$ cat src/logic/rcs_defs.svh
// Constants for the reset and clock switch block.
// Assumes mclk is the fast clock of the core.
`ifndef RCS_DEFS_SVH
`define RCS_DEFS_SVH

// Timing in fast-clock periods, and the cycle counts derived from them
`define RCS_EXT_MIN_FC 12
`define RCS_MALF_MAX_FC 24
`define RCS_EXT_MIN_CYC (`RCS_EXT_MIN_FC * 1)
`define RCS_MALF_CYC (`RCS_MALF_FC_TO_CYC)
`define RCS_MALF_FC_TO_CYC (`RCS_MALF_MAX_FC * 1)

// System control two bit positions
`define RCS_FAST_EN_BIT 7
`define RCS_SLOW_EN_BIT 6
`define RCS_CLK_SEL_BIT 5

// Reset values
`define RCS_RESET_VECTOR 16'hFFFE
`define RCS_FAST_EN_RST 1'b1
`define RCS_SLOW_EN_RST 1'b0
`define RCS_CLK_SEL_RST 1'b0

`endif

$ cat src/logic/rcs_pkg.sv
// Types shared by the reset and clock switch block.
// Holds no logic.
package rcs_pkg;
  typedef enum logic [1:0] {
    SINGLE_CLOCK_FAST,
    DUAL_CLOCK_FAST,
    SLOW_RUN_FAST_OSC_ON,
    SLOW_ONLY
  } rcs_mode_t;
endpackage

$ cat src/logic/rcs_pulse_if.sv
// Request and busy pair between the main block and its pulse timer.
// Both ends sit on mclk.
`timescale 1ns/10ps
`default_nettype none
interface rcs_pulse_if;
  logic req;
  logic busy;
  modport src (output req, input busy);
  modport tmr (input req, output busy);
endinterface
`default_nettype wire

$ cat src/logic/rcs_pulse_timer.sv
// Bounded pulse timer for malfunction resets.
// Assumes req is synchronous to mclk.
`timescale 1ns/10ps
`default_nettype none
`include "rcs_defs.svh"
module rcs_pulse_timer #(
  parameter int LEN = `RCS_MALF_CYC
) (
  // Clock and reset
  input wire logic mclk,
  input wire logic rst,
  // Request side
  rcs_pulse_if.tmr p
);
  logic [5:0] cnt_q;

  // --------------------------------
  // Pulse length
  // --------------------------------
  // bounded malfunction pulse
  // Requests during a pulse are absorbed, which keeps the bound
  always_ff @(posedge mclk or posedge rst) begin
    if (rst) begin
      cnt_q <= 6'h00;
    end else if (cnt_q != 6'h00) begin
      cnt_q <= cnt_q - 6'h01;
    end else if (p.req) begin
      cnt_q <= 6'(LEN);
    end
  end

  assign p.busy = (cnt_q != 6'h00);

  a_pulse_bound: assert property (@(posedge mclk) disable iff (rst) cnt_q <= 6'(LEN))
    else $error("malfunction pulse counter exceeds its length");
endmodule
`default_nettype wire

$ cat src/logic/rcs_reset_clock_switch.sv
// Reset merge and main clock source switch.
// Assumes mclk is the fast clock, pin inputs are asynchronous, other inputs on mclk.
`timescale 1ns/10ps
`default_nettype none
`include "rcs_defs.svh"

module rcs_reset_clock_switch #(
  parameter logic [15:0] SFR_LO = 16'h0000,
  parameter logic [15:0] SFR_HI = 16'h003F,
  parameter logic [15:0] RAM_LO = 16'h0040,
  parameter logic [15:0] RAM_HI = 16'h083F,
  parameter logic [15:0] DBR_LO = 16'h0F00,
  parameter logic [15:0] DBR_HI = 16'h0FFF
) (
  // Clock and reset
  input wire logic mclk,
  input wire logic rst,
  // Pins
  input wire logic resetPinN,
  input wire logic slowClkPin,
  // Control write from the core
  input wire logic ctlWrite,
  input wire logic [7:0] ctlWdata,
  // Fetch watch and trap setup
  input wire logic fetchValid,
  input wire logic [15:0] fetchAddr,
  input wire logic ramTrapEnable,
  input wire logic trapAsReset,
  // Watchdog
  input wire logic watchdogResetReq,
  input wire logic watchdogDisable,
  // Reset results and trap interrupt
  output logic internalReset_q,
  output logic pcLoad_q,
  output logic [15:0] resetVector_q,
  output logic watchdogEnable_q,
  output logic trapIrq_q,
  // Clock control
  output logic fastOscEnable_q,
  output logic slowOscEnable_q,
  output logic mainClockSelect_q,
  output logic runOnSlow_q,
  output rcs_pkg::rcs_mode_t mode_q
);
  logic pinS1_q, pinS2_q, fsS1_q, fsS2_q, fsS3_q;
  logic [4:0] lowCnt_q;
  logic extRst_q;
  logic fsRise, trapHit, clkDis, resetActive;
  logic [5:0] runCnt_q;
  rcs_pulse_if pif ();

  rcs_pulse_timer #(.LEN(`RCS_MALF_CYC)) u_timer (
    .mclk(mclk),
    .rst(rst),
    .p(pif)
  );

  // --------------------------------
  // Pin synchronisers
  // --------------------------------
  // synchronise reset pin
  always_ff @(posedge mclk or posedge rst) begin
    if (rst) begin
      pinS1_q <= 1'b1;
      pinS2_q <= 1'b1;
      fsS1_q <= 1'b0;
      fsS2_q <= 1'b0;
      fsS3_q <= 1'b0;
    end else begin
      pinS1_q <= resetPinN;
      pinS2_q <= pinS1_q;
      fsS1_q <= slowClkPin;
      fsS2_q <= fsS1_q;
      fsS3_q <= fsS2_q;
    end
  end

  assign fsRise = fsS2_q & ~fsS3_q;

  // --------------------------------
  // External reset
  // --------------------------------
  // low twelve cycles
  // Short glitches on the pin are filtered by the count
  always_ff @(posedge mclk or posedge rst) begin
    if (rst) begin
      lowCnt_q <= 5'h00;
      extRst_q <= 1'b0;
    end else begin
      lowCnt_q <= pinS2_q ? 5'h00 :
                  (lowCnt_q == 5'(`RCS_EXT_MIN_CYC) ? lowCnt_q : lowCnt_q + 5'h01);
      extRst_q <= ~pinS2_q & (extRst_q | (lowCnt_q == 5'(`RCS_EXT_MIN_CYC - 1)));
    end
  end

  // --------------------------------
  // Malfunction requests
  // --------------------------------
  // trapped fetch regions
  assign trapHit = fetchValid & ~internalReset_q &
                   (((fetchAddr >= SFR_LO) && (fetchAddr <= SFR_HI)) ||
                    ((fetchAddr >= DBR_LO) && (fetchAddr <= DBR_HI)) ||
                    (ramTrapEnable && (fetchAddr >= RAM_LO) && (fetchAddr <= RAM_HI)));

  assign clkDis = ctlWrite & ~internalReset_q &
                  ((fastOscEnable_q & slowOscEnable_q &
                    ~ctlWdata[`RCS_FAST_EN_BIT] & ~ctlWdata[`RCS_SLOW_EN_BIT]) |
                   (~mainClockSelect_q & fastOscEnable_q & ~ctlWdata[`RCS_FAST_EN_BIT]) |
                   (mainClockSelect_q & slowOscEnable_q & ~ctlWdata[`RCS_SLOW_EN_BIT]));

  assign pif.req = (trapHit & trapAsReset) | watchdogResetReq | clkDis;

  always_ff @(posedge mclk or posedge rst) begin
    if (rst) begin
      trapIrq_q <= 1'b0;
    end else begin
      trapIrq_q <= trapHit & ~trapAsReset;
    end
  end

  // --------------------------------
  // Internal reset and vector
  // --------------------------------
  // one merged reset
  // timer state is not trusted at power-on, only its bound
  assign resetActive = extRst_q | pif.busy;

  always_ff @(posedge mclk or posedge rst) begin
    if (rst) begin
      internalReset_q <= 1'b1;
      pcLoad_q <= 1'b0;
      resetVector_q <= `RCS_RESET_VECTOR;
      watchdogEnable_q <= 1'b1;
    end else begin
      internalReset_q <= resetActive;
      pcLoad_q <= internalReset_q & ~resetActive;
      resetVector_q <= `RCS_RESET_VECTOR;
      if (internalReset_q) begin
        watchdogEnable_q <= 1'b1;
      end else if (watchdogDisable) begin
        watchdogEnable_q <= 1'b0;
      end
    end
  end

  // --------------------------------
  // Clock control bits
  // --------------------------------
  // reset forces single fast
  // software orders the steps, hardware only guards them
  always_ff @(posedge mclk or posedge rst) begin
    if (rst) begin
      fastOscEnable_q <= `RCS_FAST_EN_RST;
      slowOscEnable_q <= `RCS_SLOW_EN_RST;
      mainClockSelect_q <= `RCS_CLK_SEL_RST;
    end else if (internalReset_q) begin
      fastOscEnable_q <= `RCS_FAST_EN_RST;
      slowOscEnable_q <= `RCS_SLOW_EN_RST;
      mainClockSelect_q <= `RCS_CLK_SEL_RST;
    end else if (ctlWrite && !clkDis) begin
      fastOscEnable_q <= ctlWdata[`RCS_FAST_EN_BIT];
      slowOscEnable_q <= ctlWdata[`RCS_SLOW_EN_BIT];
      mainClockSelect_q <= ctlWdata[`RCS_CLK_SEL_BIT];
    end
  end

  // handover at slow edge
  // Waiting for a slow edge avoids a runt cycle on the core clock
  always_ff @(posedge mclk or posedge rst) begin
    if (rst) begin
      runOnSlow_q <= 1'b0;
    end else if (internalReset_q) begin
      runOnSlow_q <= 1'b0;
    end else if (fsRise) begin
      runOnSlow_q <= mainClockSelect_q;
    end
  end

  // fast oscillator may stay on in slow
  always_ff @(posedge mclk or posedge rst) begin
    if (rst) begin
      mode_q <= rcs_pkg::SINGLE_CLOCK_FAST;
    end else begin
      case ({mainClockSelect_q, fastOscEnable_q, slowOscEnable_q})
        3'h1, 3'h3: mode_q <= rcs_pkg::DUAL_CLOCK_FAST;
        3'h6, 3'h7: mode_q <= rcs_pkg::SLOW_RUN_FAST_OSC_ON;
        3'h4, 3'h5: mode_q <= rcs_pkg::SLOW_ONLY;
        default: mode_q <= rcs_pkg::SINGLE_CLOCK_FAST;
      endcase
    end
  end

  // --------------------------------
  // Checks
  // --------------------------------
  always_ff @(posedge mclk or posedge rst) begin
    if (rst) begin
      runCnt_q <= 6'h00;
    end else begin
      runCnt_q <= (internalReset_q && !extRst_q) ? runCnt_q + 6'h01 : 6'h00;
    end
  end

  a_ext_min_low: assert property (@(posedge mclk) disable iff (rst)
    $rose(extRst_q) |-> $past(lowCnt_q) == 5'(`RCS_EXT_MIN_CYC - 1) && !$past(pinS2_q))
    else $error("external reset taken before minimum low time");
  a_reset_to_fast: assert property (@(posedge mclk) disable iff (rst)
    internalReset_q |=> fastOscEnable_q && !slowOscEnable_q && !mainClockSelect_q && !runOnSlow_q)
    else $error("reset did not restore single clock fast mode");
  a_vector_load: assert property (@(posedge mclk) disable iff (rst)
    $fell(internalReset_q) |-> pcLoad_q && resetVector_q == `RCS_RESET_VECTOR ##1 !pcLoad_q)
    else $error("reset release did not load the top vector once");
  a_malf_length: assert property (@(posedge mclk) disable iff (rst)
    runCnt_q <= 6'(`RCS_MALF_CYC))
    else $error("malfunction reset longer than its bound");
  a_trap_reset: assert property (@(posedge mclk) disable iff (rst)
    trapHit && trapAsReset && !pif.busy |-> ##[1:2] internalReset_q)
    else $error("trapped fetch did not raise reset");
  a_trap_irq: assert property (@(posedge mclk) disable iff (rst)
    trapHit && !trapAsReset |=> trapIrq_q && !pif.busy)
    else $error("trap interrupt not raised");
  a_clkdis_both: assert property (@(posedge mclk) disable iff (rst)
    ctlWrite && !internalReset_q && fastOscEnable_q && slowOscEnable_q &&
    !ctlWdata[`RCS_FAST_EN_BIT] && !ctlWdata[`RCS_SLOW_EN_BIT] |=> pif.busy ##1 internalReset_q)
    else $error("clearing both oscillators did not reset");
  a_clkdis_fast: assert property (@(posedge mclk) disable iff (rst)
    ctlWrite && !internalReset_q && !mainClockSelect_q && fastOscEnable_q &&
    !ctlWdata[`RCS_FAST_EN_BIT] |=> pif.busy)
    else $error("stopping the running fast clock did not reset");
  a_clkdis_slow: assert property (@(posedge mclk) disable iff (rst)
    ctlWrite && !internalReset_q && mainClockSelect_q && slowOscEnable_q &&
    !ctlWdata[`RCS_SLOW_EN_BIT] |=> pif.busy)
    else $error("stopping the running slow clock did not reset");
  a_osc_kept: assert property (@(posedge mclk) disable iff (rst)
    clkDis |=> $stable(fastOscEnable_q) && $stable(slowOscEnable_q))
    else $error("oscillator stopped by a clock-disable write");
  a_slow_handover: assert property (@(posedge mclk) disable iff (rst)
    $changed(runOnSlow_q) && !$past(internalReset_q) |-> $past(fsRise))
    else $error("clock handover not aligned to slow edge");
  a_reset_merge: assert property (@(posedge mclk) disable iff (rst)
    $rose(internalReset_q) |-> $past(extRst_q || pif.busy))
    else $error("internal reset without a source");
  a_wdog_enable: assert property (@(posedge mclk) disable iff (rst)
    internalReset_q |=> watchdogEnable_q)
    else $error("reset did not enable watchdog");
endmodule
`default_nettype wire

$ cat config.mk
export PLATFORM = sky130hd
export DESIGN_NAME = rcs_reset_clock_switch
export DESIGN_NICKNAME = d
export VERILOG_FILES = /design/src/logic/rcs_pkg.sv /design/src/logic/rcs_pulse_if.sv /design/src/logic/rcs_pulse_timer.sv /design/src/logic/rcs_reset_clock_switch.sv
export VERILOG_INCLUDE_DIRS = /design/src /design/src/logic
export SDC_FILE = /design/constraint.sdc
export NUM_CORES = 1
export LEC_CHECK = 0
export ABC_AREA = 1
export BUFFER_PORTS_ARGS = -buffer_cell sky130_fd_sc_hd__buf_2
export CORE_ASPECT_RATIO = 0.7
export CORE_MARGIN = 5
export CORE_UTILIZATION = 50
export CTS_CLUSTER_DIAMETER = 30
export DETAILED_ROUTE_END_ITERATION = 10
export GPL_ROUTABILITY_DRIVEN = 0
export GPL_TIMING_DRIVEN = 0
export PLACE_DENSITY = 0.94
export SLEW_MARGIN = 20
export SYNTH_ARGS = -nofsm -noshare
export SYNTH_HDL_FRONTEND = slang
export SYNTH_HIERARCHICAL = 1
export SYNTH_SLANG_ARGS = --single-unit
$ cat constraint.sdc
create_clock -name mclk -period 3.5 [get_ports mclk]
set_input_delay 0 -clock mclk [delete_from_list [all_inputs] [get_ports mclk]]
set_output_delay 0 -clock mclk [all_outputs]
set_load 0.03 [all_outputs]
### Word-level counts from Yosys, hierarchy flattened

Cells that the tools add are included.

| word-level totals | value |
|---|---|
| flip-flop bits (word level) | 27 |
| input port bits | 34 |
| output and inout port bits | 26 |
| word-level logic and storage cells | 95 |

| cells by class | value |
|---|---|
| $add $sub $neg | 2 |
| order comparisons | 6 |
| equality and inequality tests | 9 |
| multiplexer cells | 15 |
| bitwise operators | 30 |
| reduce and logical (&&, ||, !) cells | 16 |

Operators with widths:

| operator | count |
|---|---|
| $le A16 B12 Y1 const B | 2 |
| $and A1 B1 Y1 | 16 |
| $ge A16 B1 Y1 const B | 1 |
| $ge A16 B12 Y1 const B | 1 |
| $ge A16 B7 Y1 const B | 1 |
| $le A16 B6 Y1 const B | 1 |
| $eq A3 B3 Y1 const B | 4 |
| $mux W6 | 2 |
| $eq A5 B4 Y1 const B | 2 |
| $mux W1 | 10 |
| $mux W5 | 2 |
| $not A1 Y1 | 8 |
| $reduce_bool A2 Y1 | 4 |
| $or A1 B1 Y1 | 6 |
| $pmux W2 S3 | 1 |
| $reduce_bool A6 Y1 | 1 |
| $reduce_or A2 Y1 | 3 |
| $sub A6 B1 Y6 const B | 1 |
| $add A5 B1 Y5 const B | 1 |
| $logic_and A1 B1 Y1 | 5 |
| $eq A3 B1 Y1 const B | 1 |
| $eq A3 B2 Y1 const B | 1 |
| $logic_or A1 B1 Y1 | 2 |
| $ne A2 B2 Y1 const B | 1 |
| $logic_not A1 Y1 | 1 |

### Logic depth before layout (Yosys ltp)

Gate-level depths: netlist of the first run.

| logic depth | value |
|---|---|
| word-level depth | 10 |
| gate-level depth with buffers | 11 |
| gate-level depth less buffers | 11 |

### Cells and area by module

Netlist of the first run, hierarchy kept.

By module, submodules not included:

| module | instances | cells an instance | area each (sq um) | seq. area each (sq um) |
|---|---|---|---|---|
| rcs_reset_clock_switch | 1 | 123 | 1056.0 | 531.8 |
| rcs_pulse_timer | 1 | 42 | 336.6 | 150.1 |

### Least setup slack after synthesis of the first run

Ideal clock, no wire load.

| timing path | value |
|---|---|
| path kind | reg2reg |
| from | reg mainClockSelect_q |
| to | reg u_timer.cnt_q[3] |
| library setup time | 114 ps |
| data arrival time | 1264 ps |
| data required time | 3386 ps |
| setup slack | 2123 ps |
| cell stages (with the launch flop) | 10 |
| buffers on the path | 0 |
| clock period less this slack | 1377 ps |
| cells stage by stage | dfrtp_1 > nor2_1 > nand2_1 > nand2_1 > a21oi_1 > nand2_1 > inv_1 > nand4_1 > nand2_1 > inv_1 |

| between the ends | value |
|---|---|
| longest elaborated chain between the ends | 8 |
| elaborated cells between the ends (all ways) | 10 |
| those cells by class | 9 x bitwise; 1 x reduce/logical |

RTL lines:

| what | RTL line | RTL |
|---|---|---|
| start, declared | rcs_reset_clock_switch.sv:41 | `output logic mainClockSelect_q,` |
| start signal, assigned | rcs_reset_clock_switch.sv:155 | `` mainClockSelect_q <= `RCS_CLK_SEL_RST; `` |
| start signal, assigned | rcs_reset_clock_switch.sv:159 | `` mainClockSelect_q <= `RCS_CLK_SEL_RST; `` |
| start signal, assigned | rcs_reset_clock_switch.sv:163 | `` mainClockSelect_q <= ctlWdata[`RCS_CLK_SEL_BIT]; `` |
| $not A1 Y1 | rcs_reset_clock_switch.sv:108 | `` (~mainClockSelect_q & fastOscEnable_q & ~ctlWdata[`RCS_FAST_EN_BIT]) \| `` |
| $and A1 B1 Y1 (2 in series) | rcs_reset_clock_switch.sv:108 |  |
| $or A1 B1 Y1 | rcs_reset_clock_switch.sv:106 | `((fastOscEnable_q & slowOscEnable_q &` |
| $or A1 B1 Y1 * | rcs_reset_clock_switch.sv:106 |  |
| $and A1 B1 Y1 * | rcs_reset_clock_switch.sv:105 | `assign clkDis = ctlWrite & ~internalReset_q &` |
| $or A1 B1 Y1 * | rcs_reset_clock_switch.sv:111 | `assign pif.req = (trapHit & trapAsReset) \| watchdogResetReq \| clkDis;` |
| via pif.req | rcs_pulse_if.sv:6 | `logic req;` |
| $reduce_bool A2 Y1 (no source line) * | -- |  |
| end signal, assigned | rcs_pulse_timer.sv:26 | `cnt_q <= cnt_q - 6'h01;` |
| end signal, assigned | rcs_pulse_timer.sv:28 | `cnt_q <= 6'(LEN);` |
| end, declared | rcs_pulse_timer.sv:15 | `logic [5:0] cnt_q;` |

The timed path passes the listed nets; every way through them passes the cells marked *.
A chain may end at the register's enable or synchronous reset.

### Worst setup path after layout of the first run

| timing path | value |
|---|---|
| from | reg mainClockSelect_q |
| to | reg fastOscEnable_q |

| between the ends | value |
|---|---|
| longest elaborated chain between the ends | 9 |
| elaborated cells between the ends (all ways) | 11 |
| those cells by class | 8 x bitwise; 3 x reduce/logical |

RTL lines:

| what | RTL line | RTL |
|---|---|---|
| $not A1 Y1 | rcs_reset_clock_switch.sv:108 |  |
| $and A1 B1 Y1 (2 in series) | rcs_reset_clock_switch.sv:108 |  |
| $or A1 B1 Y1 | rcs_reset_clock_switch.sv:106 |  |
| $or A1 B1 Y1 * | rcs_reset_clock_switch.sv:106 |  |
| $and A1 B1 Y1 * | rcs_reset_clock_switch.sv:105 |  |
| $logic_not A1 Y1 * | rcs_reset_clock_switch.sv:160 | `end else if (ctlWrite && !clkDis) begin` |
| $logic_and A1 B1 Y1 * | rcs_reset_clock_switch.sv:160 |  |
| $reduce_bool A2 Y1 (no source line) * | -- |  |
| end signal, assigned | rcs_reset_clock_switch.sv:153 | `` fastOscEnable_q <= `RCS_FAST_EN_RST; `` |
| end signal, assigned | rcs_reset_clock_switch.sv:157 | `` fastOscEnable_q <= `RCS_FAST_EN_RST; `` |
| end signal, assigned | rcs_reset_clock_switch.sv:161 | `` fastOscEnable_q <= ctlWdata[`RCS_FAST_EN_BIT]; `` |
| end, declared | rcs_reset_clock_switch.sv:39 | `output logic fastOscEnable_q,` |

Every way passes the cells marked *; elsewhere a longest branch is shown, timed or not.

==> results of run 1 <==
-- cell usage in the layout, fill, tap and decap left out, types with 2 or more instances in the layout --
cell type      instances
dfrtp_1               22
buf_4                 16
a21oi_1                6
nand3_2                2
buf_2                 32
nor2_1                21
inv_1                 25
clkbuf_1               2
xor2_1                 2
o21ai_1                2
nand2_1               26
clkbuf_8               3
nand3b_1               2
ha_1                   3
dlygate4sd3_1          9
dfstp_2                5
nor2_2                 2
conb_1                16
nand3_1               13
a31oi_1                3
o21ai_0                6
-- metal layers --
metal,vias to the layer above,global-route usage,share of wire
li1,604,-,-
met1,510,0.180,0.42
met2,30,0.277,0.50
met3,4,0.0466,0.069
met4,0,0.0276,0.0061
met5,-,0,0
-- where the power goes --
part	switching [mW]	internal, mW
Sequential	0.0465	0.369
Combinational	0.189	0.113
Clock	0.0898	0.0814
Total	0.325	0.564
-- worst max-delay path by stage --
| stage | from | end | slack, ns | depth (start not counted) |
|---|---|---|---|---|
| after floorplan | mainClockSelect_q | u_timer/cnt_q[3] | 2.12 | 9 |
| final | mainClockSelect_q | fastOscEnable_q | 1.99 | 4 |
| after global placement | mainClockSelect_q | u_timer/cnt_q[3] | 2.14 | 8 |
| after CTS | mainClockSelect_q | fastOscEnable_q | 2.02 | 4 |
| after detailed placement | mainClockSelect_q | u_timer/cnt_q[1] | 2.07 | 7 |
| after global routing | mainClockSelect_q | u_timer/cnt_q[1] | 1.89 | 8 |
-- worst max-delay path, delay by kind of cell, from the launching register on --
kind	cells	cell delay [ns]
AND/OR/NAND/NOR	2	0.22
AO/OA/AOI/OAI	1	0.17
buffers and inverters	1	0.56
flip-flops	1	0.50
-- metrics by stage --
step | power [mW] | hold WS (ns)
final | 0.889 | 0.0645
after global routing | 0.955 | 0.0961
after CTS | 0.895 | 0.0614
after detailed placement | 0.714 | -0.0644
after global placement | 0.695 | -0.0639
after floorplan | 0.641 | -0.209
-- logic make-up (layout without fill, tap and decap cells) --
family / Yosys count / after routing / synth area share
AO/OA/AOI/OAI: 19 / 19 / 0.0755
XOR/XNOR: 2 / 2 / 0.0126
adder cells (fa/ha/maj): 3 / 3 / 0.0270
buffers and inverters: 42 / 87 / 0.156
flip-flops: 27 / 27 / 0.490
other: 2 / 16 / 0.00539
AND/OR/NAND/NOR: 70 / 70 / 0.234
-- layout make-up --
cell class,instances,area (um^2)
inverters,25,93.8
multi-input cells,110,546
flip-flops and latches,27,682
plain buffers,17,124
well taps,36,45.0
fillers,236,937
clock buffers,4,45.0
repair buffers,41,250
-- sequential cells by signal (all words and copies together), names as in the netlist --
| register | cells |
|---|---|
| pcLoad_q | 1 |
| pinS2_q | 1 |
| fsS1_q | 1 |
| fsS3_q | 1 |
| extRst_q | 1 |
| fastOscEnable_q | 1 |
| mode_q | 2 |
| internalReset_q | 1 |
| pinS1_q | 1 |
| lowCnt_q | 5 |
| u_timer/cnt_q | 6 |
| fsS2_q | 1 |
| watchdogEnable_q | 1 |
| runOnSlow_q | 1 |
| slowOscEnable_q | 1 |
| mainClockSelect_q | 1 |
| trapIrq_q | 1 |
-- timing repair --
item                                    4_1_cts  5_1_grt
endpoints found under the setup margin        0        0
endpoints found under the hold margin        29        0
hold buffers                                  9        0
==> results.toml, run 1 <==
[setup_path]
ff2ff_setup_slack_ns = 1.99
start_kind = "flip-flop"
cp-end-kind = "flip-flop"
arrival_ns = 1.72
reg2regPathDepth = 4
critical-path-slowest-cell = "dlygate4sd3_1"
r2r_start = "mainClockSelect_q"
critPathRequiredTime_ns = 3.71
critPathKind = "reg2reg"
path_cells = "nand3b_1 > a31oi_1 > dlygate4sd3_1 > nand2_1"
path_max_fanout = 8
rr_endpoint = "fastOscEnable_q"
critPathMaxStageDelay_ns = 0.56

[sta]
tightest_slew_ns = 0.779
slew_viol_final = 0
setup_viol = 0
min_period_ns = 1.51
hold_viol = 0
fin_ws_ns = 1.99
final.setup_skew_ns = 0.00389
fin_setup_tns_ns = 0
timing.fmax_mhz = 663
finalCritPeriodShare = 0.431
slew_headroom = 0.480
rsz0062_at_grt = "no"

[worst_hold_path]
min_from = "fetchAddr[14]"
hp-class = "in2reg"
hold_depth = 6
worst_hold_path.endpoint = "trapIrq_q"

[grt]
grt_overflow = 0
grt_pass1_vias = 1102
grt_pass1_wl_um = 4610
grt_usage = 0.152
antenna_found_initial = 0
grt_start_max_net_pins = 22

[clocking]
clock_latency_ns = 0.27
cts.htree.levels = 1
cts_buffer_depth = 2
post_cts_resized = 0
cts_sinks = 27
cts_root_buf = "clkbuf_8"
clkSlewWorstSetupHoldPaths_ns = 0.09
cts_setup_buffers = 0
numCtsBuffers = 3
cts_tree = "yes"

[run_status]
outcome = "completed"

[finish]
stdcell_area_mm2 = 0.00179
drive_gt1_frac = 0.286
antennaDiodeCount = 0
stdcell_count = 260
area_growth_pct = 28.2
utilization = 0.656
nets = 262

[synthesis]
synthTopCellsByCount = "nand2_1 (26), inv_1 (25), dfrtp_1 (22)"
ys_seq_area_frac = 0.490
synth_area_per_cell_um2 = 8.44
synth-edff-count = 0
yosysMostFrequentCell = "nand2_1"
synth-seq-cells = 27
syn-instance-count = 165
syn_area_mm2 = 0.00139
synth_area_leader_cell = "dfrtp_1"
synthDominantCellAreaShare = 0.395
synth_warnings = 6
synth.area.top_cells = "dfrtp_1 (40%), dfstp_2 (9.4%), buf_4 (8.6%)"
yosys.cell_types.count = 24
synth_ff_type = "dfrtp_1"
synthArstFlopShare = 1.00

[floorplan]
dieArea_mm2 = 0.00396
num_rows = 16
initial_core_util = 0.511
io_pins = 60
fp.dieH_um = 54.2
die_w_um = 73.1
core-area_mm2 = 0.00272

[detailed_routing]
antenna_left = 0
wl_per_cell_um = 10.8
wirelength_um = 2800
drtIter0Drc = 34
dr.pass1.iters = 4
drc = 0
dr_total_vias = 1148
viasPerCell = 4.42

[place]
dp.cells = 247
pre_cts_ws_ns = 2.07
dp.final_hpwl_um = 2120
place_area_mm2 = 0.00165
portBuffers = 32

[power_and_ir_drop]
leakagePower_nw = 0.996
ir_worst_vdd_mv = 0.243
power.density_mw_per_mm2 = 498

[flow_run]
max_cap_viol_count = 0
No activity file was read; power rests on OpenSTA's default activity.
==> run 2, diff against run 1 <==
- CORE_UTILIZATION: 50 -> 47
- PLACE_DENSITY: 0.94 -> 0.9
- clock period: 3.5 -> 1.5 ns (I/O delays scaled with it)
==> run 2 against run 1 <==
First-iteration DRC count increased by 150%. Count of clock-buffer cells in the layout decreased by 1. Global-route usage increased by 0.26 points. Largest cell class unchanged. Via count increased by 3.7%. Hold slack improved by 0.022 ns. Cell count unchanged. Clock power increased by 130%.
==> results.toml, run 2 (synthesized netlist as in run 1, its figures left out) <==
[floorplan]
fp.dieH_um = 55.5
num_rows = 16
io_pins = 60
initial_core_util = 0.493
core-area_mm2 = 0.00282
die_w_um = 75.1
dieArea_mm2 = 0.00417

[grt]
grt_pass1_wl_um = 4920
grt_usage = 0.155
antenna_found_initial = 0
grt_overflow = 0
grt_start_max_net_pins = 22
grt_pass1_vias = 1070

[run_status]
outcome = "completed"

[sta]
slew_headroom = 0.501
timing.hold.ws_ns = 0.0867
timing.fmax_mhz = 691
hold_viol = 0
min_period_ns = 1.45
tightest_slew_ns = 0.748
fin_setup_tns_ns = 0
finalCritPeriodShare = 0.965
slew_viol_final = 0
final.setup_skew_ns = 0.00341
rsz0062_at_grt = "no"
setup_viol = 0

[detailed_routing]
dr_total_vias = 1190
viasPerCell = 4.58
dr.pass1.iters = 4
drtIter0Drc = 84
wl_per_cell_um = 11.8
wirelength_um = 3080
antenna_left = 0
drc = 0

[power_and_ir_drop]
leakagePower_nw = 0.993
power.density_mw_per_mm2 = 1160
ir_worst_vdd_mv = 0.818

[setup_path]
critPathKind = "reg2reg"
path_max_fanout = 5
cp-end-kind = "flip-flop"
arrival_ns = 1.62
start_kind = "flip-flop"
critPathRequiredTime_ns = 1.67

[finish]
largest_register = "u_timer/cnt_q"
final_cell_mix = "buf_2 (32), nand2_1 (26), inv_1 (25)"
area_growth_pct = 28.6
layout_commonest_cell = "buf_2"
antennaDiodeCount = 0
largestRegisters = "u_timer/cnt_q (6), lowCnt_q (5), mode_q (2)"
nets = 262
drive_gt1_frac = 0.299
largest_register_ffs = 6
fillers = 232

[clocking]
cts_tree = "yes"
clock_latency_ns = 0.27
cts_buffer_depth = 2
cts_root_buf = "clkbuf_8"
cts_sinks = 27
clkSlewWorstSetupHoldPaths_ns = 0.09
cts.htree.levels = 1
numCtsBuffers = 3
cts_setup_buffers = 0

[place]
portBuffers = 32
dp.final_hpwl_um = 2230

[flow_run]
max_cap_viol_count = 0

[worst_hold_path]
hp-class = "in2reg"
## run 2: changes by cell type in the layout (fill, tap and decap cells not counted)
cell	previous run	this run
clkbuf_1	2	1
clkinv_2	0	1
dfrtp_1	22	21
dfrtp_2	0	1
ha_1	3	2
ha_2	0	1
## run 2: path summary, 6_finish.rpt
check,to,slack [ns],startpoint,depth (start not counted)
setup / recovery,u_timer/cnt_q[3],0.05,internalReset_q,9
hold / removal,trapIrq_q,0.09,fetchAddr[6],6
setup reg to reg,u_timer/cnt_q[3],0.05,internalReset_q,9
hold reg to reg,pinS2_q,0.36,pinS1_q,0
max in group asynchronous,mainClockSelect_q,0.57,rst,3
min in group asynchronous,u_timer/cnt_q[2],0.20,rst,3
## run 2: metal layers
layer  vias up  global-route usage  wire [um]
met5         -                   0          0
met4         0              0.0533         52
met3         6              0.0453        168
met2        35               0.249       1620
met1       548               0.195       1240
li1        601                   -          -
## run 2: power by group
| group | switching (mW) | leakage, nW | internal (mW) |
|---|---|---|---|
| Combinational | 0.441 | 0.630 | 0.267 |
| Sequential | 0.108 | 0.337 | 0.862 |
| Clock | 0.212 | 0.0255 | 0.186 |
## run 2: timing repair
| action | in CTS | in global routing |
|---|---|---|
| hold buffers | 9 | 0 |
| setup endpoints to repair | 0 | 4 |
| hold endpoints to repair | 29 | 0 |
| gates resized for setup | 0 | 2 |
## run 2: cell type report
class,instances,area (um^2),share of cell area
clock inverter,1,5.00,0.00280
clock buffer,3,41.3,0.0231
sequential,27,683,0.382
buffer,17,124,0.0692
timing repair buffer,41,250,0.140
tap,36,45.0,0.0252
multi-input combinational,110,548,0.306
inverter,25,93.8,0.0524
## run 2: worst max-delay path, cell delays in order (launching register included)
cell,delay [ns]
dfstp_2,0.59
nor2_1,0.06
nand3_1,0.09
nor2_1,0.07
nand3_1,0.07
nand2_1,0.07
inv_1,0.06
nand4_1,0.18
nand2_1,0.11
inv_1,0.04
## run 2: through the flow
stage,worst slack (ns),cell area [um^2],util,instances,total power [mW]
2_1_floorplan,0.123,1450,-,179,1.50
5_1_grt,0.00330,1790,0.634,260,2.23
3_3_place_gp,0.151,1650,0.585,247,1.62
4_1_cts,0.0782,1790,0.633,260,2.08
3_5_place_dp,0.0969,1650,0.585,247,1.65
6_report,0.0526,1790,0.634,260,2.08
==> run 3, diff against run 2 <==
- clock period: 1.5 -> 1.6 ns (I/O delays scaled with it)
==> run 3 against run 2 <==
First-iteration DRC count rose by 23%. Core utilization fell by 0.13 points. Hold slack got worse by 0.00094 ns. Clock skew rose by 0.0016 ns. Combinational power fell by 6.4%. Power fell by 6.1%. Non-clock buffer count did not move. Sequential share of layout area barely moved. Highest routed layer unchanged.
==> results.toml, run 3 (synthesized netlist as in run 1, its figures left out) <==
[finish]
largestRegisters = "u_timer/cnt_q (6), lowCnt_q (5), mode_q (2)"
antennaDiodeCount = 0
final_cell_mix = "buf_2 (32), nand2_1 (26), inv_1 (25)"
largest_register_ffs = 6
fillers = 231
stdcell_count = 260
multi_input_area_um2 = 546
area_growth_pct = 28.3
largest_register = "u_timer/cnt_q"
layout_commonest_cell = "buf_2"
drive_gt1_frac = 0.290
final-seq-area_um2 = 682
nets = 262

[sta]
final.setup_skew_ns = 0.00505
hold_viol = 0
finalCritPeriodShare = 0.960
rsz0062_at_grt = "no"
timing.fmax_mhz = 651
fin_ws_ns = 0.0635
tightest_slew_ns = 0.736
setup_viol = 0
fin_setup_tns_ns = 0
min_period_ns = 1.54
slew_viol_final = 0
slew_headroom = 0.509

[worst_hold_path]
min_from = "fetchAddr[6]"
hold_depth = 6
hp-class = "in2reg"
worst_hold_path.endpoint = "trapIrq_q"

[clocking]
cts_tree = "yes"
clock_latency_ns = 0.27
cts_root_buf = "clkbuf_8"
numCtsBuffers = 3
cts_sinks = 27
cts.htree.levels = 1
cts_setup_buffers = 0
clkSlewWorstSetupHoldPaths_ns = 0.09
cts_buffer_depth = 2

[place]
pre_cts_ws_ns = 0.197
dp.cells = 247
dp.final_hpwl_um = 2230
portBuffers = 32

[power_and_ir_drop]
p_comb_frac = 0.340
power.internal_mw = 1.23
ir_worst_vdd_mv = 0.761
power.density_mw_per_mm2 = 1090
swShare = 0.369
leakagePower_nw = 0.998
p_switching_mw = 0.719
seq_power_share = 0.467
p_clk_frac = 0.194

[setup_path]
start_kind = "flip-flop"
rr_endpoint = "fastOscEnable_q"
r2r_start = "mainClockSelect_q"
path_max_fanout = 8
path_buf_inv = 1
critPathRequiredTime_ns = 1.81
ff2ff_setup_slack_ns = 0.06
arrival_ns = 1.74
reg2regPathDepth = 4
cp-end-kind = "flip-flop"
path_cells = "nand3b_1 > a31oi_1 > dlygate4sd3_1 > nand2_1"
critPathKind = "reg2reg"
critical-path-slowest-cell = "dlygate4sd3_1"
critPathMaxStageDelay_ns = 0.58
cp_top_family = "buffers and inverters"

[grt]
grt_overflow = 0
grt_usage = 0.156
antenna_found_initial = 0
grt_pass1_vias = 1088
grt_pass1_wl_um = 4970
grt_start_max_net_pins = 22

[floorplan]
io_pins = 60
core-area_mm2 = 0.00282
fp.dieH_um = 55.5
dieArea_mm2 = 0.00417
initial_core_util = 0.493
die_w_um = 75.1
num_rows = 16

[detailed_routing]
wl_met2_um = 1580
dr.pass1.iters = 4
drtIter0Drc = 103
met3_length_um = 155
highest_layer = "met4"
drc = 0
viasPerCell = 4.54
wirelength_um = 3060
antenna_left = 0
wl_met1_um = 1270
dr_total_vias = 1181
wl_per_cell_um = 11.8

[run_status]
outcome = "completed"

[flow_run]
max_cap_viol_count = 0
[run 3: changes by cell type in the layout (fill, tap and decap cells not counted)]
cell     change
ha_1         +1
dfrtp_1      +1
dfrtp_2      -1
ha_2         -1
[run 3: per-stage QoR]
stage	cell area (um^2)	hold slack, ns	utilization	power (mW)
final	1790	0.0857	0.633	1.95
after global routing	1790	0.110	0.633	2.08
after CTS	1790	0.0769	0.633	1.95
after detailed placement	1650	-0.0512	0.585	1.55
after global placement	1650	-0.0612	0.585	1.52
after floorplan	1450	-0.209	-	1.40
[run 3: final cells by class]
| cell class | count | area share |
|---|---|---|
| buffer | 17 | 0.0693 |
| clock buffer | 3 | 0.0231 |
| clock inverter | 1 | 0.00280 |
| inverter | 25 | 0.0525 |
| multi-input combinational | 110 | 0.305 |
| sequential | 27 | 0.382 |
| tap | 36 | 0.0252 |
| timing repair buffer | 41 | 0.140 |
[run 3: per-layer routing]
| metal | global-route usage | up-vias |
|---|---|---|
| li1 | - | 603 |
| met1 | 0.194 | 543 |
| met2 | 0.256 | 29 |
| met3 | 0.0453 | 6 |
| met4 | 0.0533 | 0 |
| met5 | 0 | - |
[run 3: worst max-delay path by stage]
stage | startpoint | endpoint | slack (ns) | depth (start not counted)
6_report | mainClockSelect_q | fastOscEnable_q | 0.06 | 4
3_5_place_dp | mainClockSelect_q | u_timer/cnt_q[3] | 0.20 | 8
2_1_floorplan | mainClockSelect_q | u_timer/cnt_q[3] | 0.22 | 9
4_1_cts | mainClockSelect_q | fastOscEnable_q | 0.12 | 4
3_3_place_gp | u_timer/cnt_q[0] | pcLoad_q | 0.25 | 5
5_1_grt | mainClockSelect_q | fastOscEnable_q | 0.001 | 4
[run 3: power by group through the flow]
| stage | Combinational [mW] | Clock, mW | Sequential [mW] |
|---|---|---|---|
| floorplan | 0.455 | 0 | 0.948 |
| global placement | 0.607 | 0 | 0.914 |
| detailed placement | 0.627 | 0 | 0.921 |
| CTS | 0.651 | 0.392 | 0.908 |
| global route | 0.735 | 0.419 | 0.925 |
| finish | 0.662 | 0.378 | 0.909 |
[run 3: repair_timing]
item,CTS,global route
endpoints found under the setup margin,0,0
endpoints found under the hold margin,29,0
gates resized for setup,0,0
hold buffers,9,0
[run 3: worst register-to-register path, stage by stage, from the launching register on]
cell and delay (ns):
dfrtp_1 0.51, nand3b_1 0.17, a31oi_1 0.15, dlygate4sd3_1 0.58, nand2_1 0.07
